`src/rtl/lpc_consts.svh`:
```
// Constants of the line printer control: offsets, fields, resets, timing
`ifndef LPC_CONSTS_SVH
`define LPC_CONSTS_SVH

`define LPC_ADDR_CMD 12'h000
`define LPC_ADDR_AC 12'h004
`define LPC_ADDR_STATUS 12'h008
`define LPC_ADDR_ISTAT 12'h00C
`define LPC_ADDR_IMASK 12'h010

`define LPC_OP_IOT 3'h6
`define LPC_DEV_SEL 6'h36
`define LPC_CLR_ALL_CODE 12'hC07
`define LPC_SUB_SKF 3'h1
`define LPC_SUB_CLF 3'h2
`define LPC_SUB_SKE 3'h3
`define LPC_SUB_LOAD 3'h4
`define LPC_SUB_SIE 3'h5
`define LPC_SUB_CLF_LOAD 3'h6
`define LPC_SUB_CIE 3'h7

`define LPC_ST_FLAG 0
`define LPC_ST_IE 1
`define LPC_ST_SKIP 2
`define LPC_ST_READY 3
`define LPC_ST_STROBE 4
`define LPC_ST_BUSY 5

`define LPC_IRQ_FLAG 0
`define LPC_IRQ_ERR 1
`define LPC_IRQ_DONE 2
`define LPC_IRQ_W 3

`define LPC_AC_RST 12'h000
`define LPC_CODE_RST 12'h000
`define LPC_MASK_RST 3'h0
`define LPC_BUF_RST 7'h00

`define LPC_CLK_NS 4
`define LPC_TP_NS 100
`define LPC_TP_CYC ((`LPC_TP_NS + `LPC_CLK_NS - 1) / `LPC_CLK_NS)
`define LPC_TP_CNT_W 5

`endif

```
`src/rtl/lpc_pkg.sv`:
```
// Types of the line printer control
package lpc_pkg;

  typedef enum logic [2:0] {
    LPC_IDLE = 3'b000,
    LPC_TP1 = 3'b001,
    LPC_TP2 = 3'b010,
    LPC_TP_LOAD = 3'b011,
    LPC_TRAIL = 3'b100
  } lpc_state_t;

endpackage

```
`src/rtl/lpc_sync.sv`:
```
// Two flip-flop synchroniser for printer pins
`timescale 1ns/1ns
module lpc_sync #(
  parameter int W = 2
) (
  // Clock and reset
  input wire logic pclk,
  input wire logic presetn,
  // Pins and synchronised levels
  input wire logic [W-1:0] d,
  output logic [W-1:0] q
);

  genvar i;
  generate
    for (i = 0; i < W; i = i + 1) begin : g_bit
      logic meta_r;
      logic sync_r;
      always_ff @(posedge pclk or negedge presetn) begin
        if (!presetn) begin
          meta_r <= 1'b0;
          sync_r <= 1'b0;
        end else begin
          meta_r <= d[i];
          sync_r <= meta_r;
        end
      end
      assign q[i] = sync_r;
    end
  endgenerate

endmodule

```
`src/rtl/lpc_line_printer_ctl.sv`:
```
// Line printer control with APB registers and printer port
`timescale 1ns/1ns
`include "lpc_consts.svh"
module lpc_line_printer_ctl
  import lpc_pkg::*;
(
  // Clock and reset
  input wire logic pclk,
  input wire logic presetn,
  // APB slave
  input wire logic psel,
  input wire logic penable,
  input wire logic pwrite,
  input wire logic [11:0] paddr,
  input wire logic [31:0] pwdata,
  output logic [31:0] prdata,
  output logic pready,
  output logic pslverr,
  // System side
  input wire logic sys_init,
  output logic irq,
  output logic bus_irq_n,
  output logic iot_skip,
  // Printer side
  input wire logic ready,
  input wire logic char_request,
  output logic [6:0] char_data,
  output logic data_strobe
);

  localparam logic [`LPC_TP_CNT_W-1:0] TP_LAST =
    `LPC_TP_CNT_W'(`LPC_TP_CYC - 1);

  // Synchronised printer lines
  logic [1:0] pins_s;
  logic ready_s;
  logic req_s;

  lpc_sync #(
    .W(2)
  ) u_sync (
    .pclk(pclk),
    .presetn(presetn),
    .d({ready, char_request}),
    .q(pins_s)
  );

  assign ready_s = pins_s[1];
  assign req_s = pins_s[0];

  // State
  lpc_state_t state_r, state_nxt;
  logic [`LPC_TP_CNT_W-1:0] cnt_r, cnt_nxt;
  logic [11:0] code_r, code_nxt;
  logic skip_r, skip_nxt;
  logic iot_skip_r, iot_skip_nxt;
  logic flag_r, flag_nxt;
  logic ie_r, ie_nxt;
  logic [6:0] buf_r, buf_nxt;
  logic strobe_r, strobe_nxt;
  logic req_d_r, req_d_nxt;
  logic rdy_d_r, rdy_d_nxt;
  logic [11:0] ac_r, ac_nxt;
  logic [`LPC_IRQ_W-1:0] istat_r, istat_nxt;
  logic [`LPC_IRQ_W-1:0] imask_r, imask_nxt;
  logic [31:0] prdata_r, prdata_nxt;

  // Decode and timing terms
  logic busy;
  logic tp_tick;
  logic tick1;
  logic tick3;
  logic tick_end;
  logic dev_sel;
  logic is_clr_all;
  logic [2:0] sub;
  logic is_load;
  logic req_rise;
  logic req_fall;
  logic rdy_fall;
  logic access;
  logic addr_ok;
  logic cmd_hit;
  logic wr_ok;
  logic cmd_accept;
  logic [31:0] rd_val;
  logic [31:0] st_word;

  assign busy = (state_r != LPC_IDLE);
  assign tp_tick = busy && (cnt_r == TP_LAST);
  assign tick1 = tp_tick && (state_r == LPC_TP1);
  assign tick3 = tp_tick && (state_r == LPC_TP_LOAD);
  assign tick_end = tp_tick && (state_r == LPC_TRAIL);
  assign dev_sel = (code_r[11:9] == `LPC_OP_IOT) &&
                   (code_r[8:3] == `LPC_DEV_SEL);
  assign is_clr_all = (code_r == `LPC_CLR_ALL_CODE);
  assign sub = code_r[2:0];
  assign is_load = dev_sel && ((sub == `LPC_SUB_LOAD) ||
                               (sub == `LPC_SUB_CLF_LOAD));
  assign req_rise = req_s && !req_d_r;
  assign req_fall = !req_s && req_d_r;
  assign rdy_fall = !ready_s && rdy_d_r;

  // APB decode
  assign access = psel && penable;
  assign addr_ok = (paddr == `LPC_ADDR_CMD) || (paddr == `LPC_ADDR_AC) ||
                   (paddr == `LPC_ADDR_STATUS) ||
                   (paddr == `LPC_ADDR_ISTAT) ||
                   (paddr == `LPC_ADDR_IMASK);
  assign cmd_hit = psel && pwrite && (paddr == `LPC_ADDR_CMD);
  assign pready = !(cmd_hit && busy);
  assign pslverr = access && !addr_ok;
  assign wr_ok = access && pwrite && pready && addr_ok;
  assign cmd_accept = wr_ok && (paddr == `LPC_ADDR_CMD);

  // Instruction sequencer: three time pulses, then the trailing edge
  always_comb begin
    state_nxt = state_r;
    cnt_nxt = '0;
    code_nxt = code_r;
    skip_nxt = skip_r;
    iot_skip_nxt = 1'b0;
    if (busy && !tp_tick) begin
      cnt_nxt = cnt_r + `LPC_TP_CNT_W'(1);
    end
    case (state_r)
      LPC_IDLE: begin
        if (cmd_accept) begin
          code_nxt = pwdata[11:0];
          skip_nxt = 1'b0;
          state_nxt = LPC_TP1;
        end
      end
      LPC_TP1: begin
        if (tick1) begin
          state_nxt = LPC_TP2;
          if (dev_sel && (sub == `LPC_SUB_SKF)) begin
            skip_nxt = flag_r;
          end else if (dev_sel && (sub == `LPC_SUB_SKE)) begin
            skip_nxt = !ready_s;
          end
        end
      end
      LPC_TP2: begin
        if (tp_tick) begin
          state_nxt = LPC_TP_LOAD;
        end
      end
      LPC_TP_LOAD: begin
        if (tp_tick) begin
          state_nxt = LPC_TRAIL;
        end
      end
      LPC_TRAIL: begin
        if (tp_tick) begin
          state_nxt = LPC_IDLE;
          iot_skip_nxt = skip_r;
        end
      end
      default: begin
        state_nxt = LPC_IDLE;
      end
    endcase
  end

  always_ff @(posedge pclk or negedge presetn) begin
    if (!presetn) begin
      state_r <= LPC_IDLE;
      cnt_r <= '0;
      code_r <= `LPC_CODE_RST;
      skip_r <= 1'b0;
      iot_skip_r <= 1'b0;
    end else begin
      state_r <= state_nxt;
      cnt_r <= cnt_nxt;
      code_r <= code_nxt;
      skip_r <= skip_nxt;
      iot_skip_r <= iot_skip_nxt;
    end
  end

  // Flag, interrupt enable, character buffer and strobe
  always_comb begin
    flag_nxt = flag_r;
    ie_nxt = ie_r;
    buf_nxt = buf_r;
    strobe_nxt = strobe_r;
    req_d_nxt = req_s;
    rdy_d_nxt = ready_s;
    if (sys_init) begin
      flag_nxt = 1'b0;
      ie_nxt = 1'b0;
      strobe_nxt = 1'b0;
    end else begin
      if (tick1 && dev_sel && ((sub == `LPC_SUB_CLF) ||
                               (sub == `LPC_SUB_CLF_LOAD))) begin
        flag_nxt = 1'b0;
      end
      if (tick1 && dev_sel && (sub == `LPC_SUB_SIE)) begin
        ie_nxt = 1'b1;
      end else if (tick1 && (is_clr_all ||
                             (dev_sel && (sub == `LPC_SUB_CIE)))) begin
        ie_nxt = 1'b0;
      end
      if (tick3 && is_load) begin
        buf_nxt = ac_r[6:0];
      end
      if (req_fall) begin
        strobe_nxt = 1'b0;
      end
      if (tick_end && is_load) begin
        strobe_nxt = 1'b1;
      end
    end
    if (req_rise) begin
      flag_nxt = 1'b1;
    end
  end

  always_ff @(posedge pclk or negedge presetn) begin
    if (!presetn) begin
      flag_r <= 1'b0;
      ie_r <= 1'b0;
      buf_r <= `LPC_BUF_RST;
      strobe_r <= 1'b0;
      req_d_r <= 1'b0;
      rdy_d_r <= 1'b0;
    end else begin
      flag_r <= flag_nxt;
      ie_r <= ie_nxt;
      buf_r <= buf_nxt;
      strobe_r <= strobe_nxt;
      req_d_r <= req_d_nxt;
      rdy_d_r <= rdy_d_nxt;
    end
  end

  // Register file and interrupt status
  always_comb begin
    st_word = 32'h0000_0000;
    st_word[`LPC_ST_FLAG] = flag_r;
    st_word[`LPC_ST_IE] = ie_r;
    st_word[`LPC_ST_SKIP] = skip_r;
    st_word[`LPC_ST_READY] = ready_s;
    st_word[`LPC_ST_STROBE] = strobe_r;
    st_word[`LPC_ST_BUSY] = busy;
    if (paddr == `LPC_ADDR_CMD) begin
      rd_val = {20'h0_0000, code_r};
    end else if (paddr == `LPC_ADDR_AC) begin
      rd_val = {20'h0_0000, ac_r};
    end else if (paddr == `LPC_ADDR_STATUS) begin
      rd_val = st_word;
    end else if (paddr == `LPC_ADDR_ISTAT) begin
      rd_val = {29'h0000_0000, istat_r};
    end else if (paddr == `LPC_ADDR_IMASK) begin
      rd_val = {29'h0000_0000, imask_r};
    end else begin
      rd_val = 32'h0000_0000;
    end
    prdata_nxt = prdata_r;
    if (psel && !penable && !pwrite) begin
      prdata_nxt = rd_val;
    end
    ac_nxt = ac_r;
    imask_nxt = imask_r;
    istat_nxt = istat_r;
    if (wr_ok && (paddr == `LPC_ADDR_AC)) begin
      ac_nxt = pwdata[11:0];
    end
    if (wr_ok && (paddr == `LPC_ADDR_IMASK)) begin
      imask_nxt = pwdata[`LPC_IRQ_W-1:0];
    end
    if (wr_ok && (paddr == `LPC_ADDR_ISTAT)) begin
      istat_nxt = istat_r & ~pwdata[`LPC_IRQ_W-1:0];
    end
    if (req_rise) begin
      istat_nxt[`LPC_IRQ_FLAG] = 1'b1;
    end
    if (rdy_fall) begin
      istat_nxt[`LPC_IRQ_ERR] = 1'b1;
    end
    if (tick_end) begin
      istat_nxt[`LPC_IRQ_DONE] = 1'b1;
    end
  end

  always_ff @(posedge pclk or negedge presetn) begin
    if (!presetn) begin
      ac_r <= `LPC_AC_RST;
      imask_r <= `LPC_MASK_RST;
      istat_r <= '0;
      prdata_r <= 32'h0000_0000;
    end else begin
      ac_r <= ac_nxt;
      imask_r <= imask_nxt;
      istat_r <= istat_nxt;
      prdata_r <= prdata_nxt;
    end
  end

  // Outputs
  assign prdata = prdata_r;
  assign irq = |(istat_r & imask_r);
  assign bus_irq_n = !(ie_r && (flag_r || !ready_s));
  assign iot_skip = iot_skip_r;
  assign char_data = buf_r;
  assign data_strobe = strobe_r;
endmodule

```
`config.mk`:
```
export PLATFORM = sky130hd
export DESIGN_NAME = lpc_line_printer_ctl
export DESIGN_NICKNAME = d
export VERILOG_FILES = /design/src/rtl/lpc_pkg.sv /design/src/rtl/lpc_sync.sv /design/src/rtl/lpc_line_printer_ctl.sv
export VERILOG_INCLUDE_DIRS = /design/src /design/src/rtl
export SDC_FILE = /design/constraint.sdc
export NUM_CORES = 1
export LEC_CHECK = 0
export ABC_AREA = 1
export ABC_CLOCK_PERIOD_IN_PS = 2000
export BUFFER_PORTS_ARGS = -buffer_cell sky130_fd_sc_hd__buf_2
export CAP_MARGIN = 15
export CORE_MARGIN = 10
export CORE_UTILIZATION = 53
export CTS_BUF_LIST = sky130_fd_sc_hd__clkbuf_8 sky130_fd_sc_hd__clkbuf_16
export CTS_CLUSTER_DIAMETER = 200
export DETAILED_ROUTE_END_ITERATION = 7
export HOLD_SLACK_MARGIN = 0.12
export PLACE_DENSITY = 0.77
export SLEW_MARGIN = 10
export SYNTH_ARGS = -nofsm -noshare
export SYNTH_HDL_FRONTEND = slang
export SYNTH_HIERARCHICAL = 1
export SYNTH_SLANG_ARGS = --single-unit
```
`constraint.sdc`:
```
create_clock -name pclk -period 2 [get_ports pclk]
set_input_delay 0.1 -clock pclk [delete_from_list [all_inputs] [get_ports pclk]]
set_output_delay 0.1 -clock pclk [all_outputs]
set_load 0.005 [all_outputs]
```
# == Word level (Yosys, flattened, before mapping) ==
# Index checks and enable logic that the tools add are counted.
# word_totals
register_bits,88
latch_bits,0
in_bits,52
ram_bits,0
mem_bits_ro,0
memories,0
out_inout_bits,45
# op_classes
n_eq_ne,25
order_cmp,0
addsub,1
n_mux,32
n_bitwise,4
multipliers,0
reduce_logical,66
div,0
shifts,0
# ops
op,n
logical AND 1 bit,34
== test 12 x 4 -> 1 bit (second input constant),2
2-to-1 mux 12 bit,2
2-to-1 mux 3 bit,8
== test 3 bit (second input constant),6
2-to-1 mux 1 bit,18
one-hot mux 3 bit (5 select lines),1
== test 12 bit (second input constant),1
== test 12 x 3 -> 1 bit (second input constant),1
== test 12 x 5 -> 1 bit (second input constant),1
== test 3 x 2 -> 1 bit (second input constant),4
zero test 12 bit,1
nonzero test 3 bit,4
!= test 2 bit (second input constant),5
zero test 1 bit,9
logical OR 1 bit,8
nonzero test 2 bit,4
AND 3 bit,2
== test 3 x 1 -> 1 bit (second input constant),2
== test 6 bit (second input constant),1
2-to-1 mux 6 bit,1
adder 5 x 1 -> 5 bit (second input constant),1
== test 5 bit (second input constant),1
2-to-1 mux 5 bit,1
9 further kinds,10

# == Depth between registers and ports, before layout ==
# logic_depth
ltp_word,9
depth_mapped,12
ltp_nobuf,11

# == Hierarchy ==
# The synthesis kept the hierarchy.
# modules_own_cells
mod,area_each_um2,cells_per_inst,n_inst
lpc_line_printer_ctl,3512.1,442,1
lpc_sync,115.1,6,1

# == Worst setup path after synthesis ==
# OpenSTA, ideal clock, no wires.
# synth_timing
path_type,reg-to-reg
startpoint,register state_r[2]
endpoint,register ac_r[10]
path_stages_with_launch,12
setup_time_ps,117
slack_ps,517
period_less_slack_ps,1483
required_time_ps,1883
arrival_time_ps,1366
path_cell_list,dfrtp_1 > nor2_2 > inv_2 > nor2_4 > inv_2 > nand3_4 > nand2_2 > nor2_4 > nand2_4 > buf_12 > nand2_2 > o21ai_2
# synth_between
elab_chain_cells,6
# synth_lines
item,line_no,source
from (decl),lpc_line_printer_ctl.sv:52,"lpc_state_t state_r, state_nxt;"
from (signal assigned),lpc_line_printer_ctl.sv:174,state_r <= state_nxt;
nonzero test 3 bit,lpc_line_printer_ctl.sv:89,assign busy = (state_r != LPC_IDLE);
logical AND 1 bit,lpc_line_printer_ctl.sv:111,assign pready = !(cmd_hit && busy);
zero test 1 bit,lpc_line_printer_ctl.sv:111,
net pready,lpc_line_printer_ctl.sv:17,"output logic pready,"
logical AND 1 bit (2 in a row),lpc_line_printer_ctl.sv:113,assign wr_ok = access && pwrite && pready && addr_ok;
logical AND 1 bit,lpc_line_printer_ctl.sv:267,if (wr_ok && (paddr == `LPC_ADDR_AC)) begin
to (signal assigned),lpc_line_printer_ctl.sv:289,ac_r <= `LPC_AC_RST;
to (signal assigned),lpc_line_printer_ctl.sv:294,ac_r <= ac_nxt;
to (decl),lpc_line_printer_ctl.sv:63,"logic [11:0] ac_r, ac_nxt;"
# The timed path passes the listed nets, and every way through them passes these cells.
# A chain may end at the register's enable or synchronous reset.

# == Final worst setup path ==
# layout_timing
startpoint,register state_r[2]
endpoint,register ac_r[2]
# layout_between
elab_chain_cells,6
# layout_lines
item,line_no
nonzero test 3 bit,lpc_line_printer_ctl.sv:89
logical AND 1 bit,lpc_line_printer_ctl.sv:111
zero test 1 bit,lpc_line_printer_ctl.sv:111
logical AND 1 bit (2 in a row),lpc_line_printer_ctl.sv:113
logical AND 1 bit,lpc_line_printer_ctl.sv:267
# Every way passes these cells.

==> run metrics <==
synthesized cell area 3630 sq um; MaxCap Viol Count 0; max-slew violation count 0; Final ANT Viol Nets 0; compound-gate portion of the synthesized area 9.52%; NumNets Final 580; n_diodes 0; IO Port Bufs 56; CTS Buffer Depth 2; status finished, final reports clean; R2R Path End ac_r[2]; total CTS buffers 9; CP Capture Point ac_r[2]; CP Cell Sequence nor2_2, inv_2, nor2_4, inv_2, nand3_4, nand2_2, nor2_4, nand2_4, nand2_1, o21ai_2; fin area 4250 sq um; via count 3,083; Mapped Cells 448; WP data arrival 2.05 ns; mux cell area share after synthesis 0.276%; synth-to-layout area growth 17.1%; pwr dens 729 nW/um^2; core region area 6720 sq um; synth warn 6; # Post-CTS Setup Buffers 0; XOR/XNOR share of the synthesized area 0.241%; final worst-path cycle share 90.8%; initial antenna violation count 0; RSZ-0062 raised after global routing false; EDFF count, synth 0; DRT Wirelength 8480 um; Worst R2R Path Depth 10; crit path max-delay cell type dfrtp_1; final setup vio count 0; clock period minus worst slack 1.82 ns; worst hold path class input port to flop; Post-DP HPWL 6590 um; max incr delay on CP 0.43 ns; Achievable Freq 551 MHz; kind of critical path flop to flop; DR vias/cell 5.05; layout cells sized above 1 24.5%; top-area cell type share of the netlist area 46.9%; CTS root buf clkbuf_8; DR iter-0 viols 168; Crit Path Max Fanout 24; post-route setup TNS 0 ns; Post-Synth Adder-Cell Area 0.690%; Static Leakage 2.22 nW; dominant cell type by area after synthesis dfrtp_1; final hold vios 0; htree depth 3; R2R setup slack 0.18 ns; GRT overflow 0; Critical Path Source state_r[2]; main area contributors after synthesis dfrtp_1, nand2_1, inv_1; largest family of logic cells by synthesized area simple AND/OR/NAND/NOR gates; All-Layer GR Usage 16.7%; register area share after synthesis 46.9%; Starting Density 54.0%; Worst-Skew Late Latency 0.35 ns; crit path launch type flop; first-pass GRT wire length 13,900 um; Reg clk slew, reported paths 0.07 ns; Top Family by Delay on Critical Path simple AND/OR/NAND/NOR gates; CTS sink count 68; DIE WIDTH 103 um; DR DRC count 0; Synth Flop Type dfrtp_1; vias in the first global route 3,050; Die Ht 103 um; die area 10,600 sq um; IO Pins 97; Simple-Gate Fraction of Synth Area 29.6%; FF-to-FF Start state_r[2]; Distinct cells, synth 36; Area after DPL 3900 sq um; 1st-pass router iterations 5; worst path bufs/invs 2; fill cell count 579; Worst VDD drop 0.482 mV; CTS tree yes; Worst Skew 0.00449 ns; Routed WL per cell 13.9 um; gpl congestion 0.911; Mean Syn Cell Area 8.10 sq um; Worst EP required 2.23 ns; FF+latch count, synth 68; Cell Rows 30; number of cells on the critical path 10; largest net degree at the start of global routing 69; endpoint class of the critical path flop; async set-reset flop share out of synthesis 100%
==> sequential cells by signal, indices dropped and copies added, names as in the netlist, 2 cells and up <==
| name | flops |
|---|---|
| u_sync/g_bit.sync_r | 2 |
| istat_r | 3 |
| imask_r | 3 |
| ac_r | 12 |
| code_r | 12 |
| cnt_r | 5 |
| char_data | 7 |
| u_sync/g_bit.meta_r | 2 |
| state_r | 3 |
| prdata | 12 |
==> Yosys cell counts (all sizes together) (2+ instances only) <==
master,n
a21oi,4
buf,27
clkinv,2
dfrtp,68
ha,2
inv,62
nand2,138
nand3,26
nand4,10
nor2,44
nor3,8
o21a,3
o21ai,42
o22ai,4
or2,2
==> worst min-delay path: stages <==
cell and delay (ns):
buf_2 0.10, nor3_2 0.04, buf_4 0.18, nand2_1 0.08, nand2_1 0.04
==> worst min-delay path by stage <==
| stage | from | to | slack (ns) | cells after the start |
|---|---|---|---|---|
| after global routing | penable | prdata[7] | 0.24 | 5 |
| after CTS | penable | prdata[7] | 0.23 | 5 |
| after floorplan | presetn | ac_r[0] | -0.20 | 0 |
| after detailed placement | presetn | char_data[4] | 0.15 | 2 |
| after global placement | presetn | req_d_r | 0.14 | 2 |
| final | penable | prdata[7] | 0.23 | 5 |
==> timing repair <==
item	4_1_cts	5_1_grt
hold buffers	16	0
endpoints found under the setup margin	0	6
hold endpoints to repair	102	0
resized for setup	0	1
==> cells in the final DEF (no fill, tap or decap) <==
cell type / n
buf_4: 3
clkinv_1: 2
nor2_2: 5
nand2_4: 2
buf_2: 56
nor3_2: 2
a21oi_1: 4
nand2_2: 13
and2_2: 1
dfrtp_1: 68
nor2_1: 35
nand4_1: 9
inv_2: 9
nor2_4: 3
clkbuf_8: 12
xnor2_1: 1
nor2_8: 1
nor3_1: 6
o21ai_2: 16
nand4_4: 1
nand3_1: 24
conb_1: 20
inv_1: 56
dlygate4sd3_1: 16
nand3_2: 1
buf_12: 1
o21ai_1: 2
o21ai_0: 24
mux2i_1: 1
o21a_1: 3
nand3_4: 1
or2_2: 2
o211ai_1: 1
nand2_1: 123
clkinv_2: 1
ha_1: 2
o22ai_1: 4
==> routing by layer <==
layer | global-route usage, % | wire [um]
met1 | 19.9 | 3490
met2 | 27.7 | 4120
met3 | 4.62 | 693
met4 | 6.83 | 176
met5 | 0 | 0
==> cells by family after synthesis <==
logic type / Yosys count
other: 1
multiplexers: 1
flip-flops: 68
adder cells (fa/ha/maj): 2
AND/OR/NAND/NOR: 229
buffers and inverters: 92
AO/OA/AOI/OAI: 54
XOR/XNOR: 1
==> through the flow <==
stage,power (W),instances,hold slack (ns),util [%],worst slack [ns]
after global placement,0.00203,579,0.144,58.1,0.248
after detailed placement,0.00206,579,0.148,58.1,0.191
after global routing,0.00326,611,0.244,63.2,0.0302
after CTS,0.00311,611,0.226,63.2,0.181
final,0.00310,611,0.232,63.2,0.184
after floorplan,0.00191,467,-0.196,-,0.517
==> report_power, final <==
part           switching, W  total (W)  internal [W]
clock              0.000501    0.00104      0.000537
combinational      0.000340   0.000533      0.000193
sequential        0.0000766    0.00153       0.00145
==> final cells by class <==
| cell class | instances | area (sq um) | share of cell area, % |
|---|---|---|---|
| clock buffers | 12 | 165 | 3.89 |
| clock inverters | 4 | 16.3 | 0.383 |
| inverters | 64 | 240 | 5.66 |
| multi-input cells | 307 | 1540 | 36.3 |
| flip-flops and latches | 68 | 1700 | 40.1 |
| well taps | 80 | 100 | 2.36 |
| repair buffers | 76 | 483 | 11.4 |
Note: power is estimated with default switching activity, not from simulation.
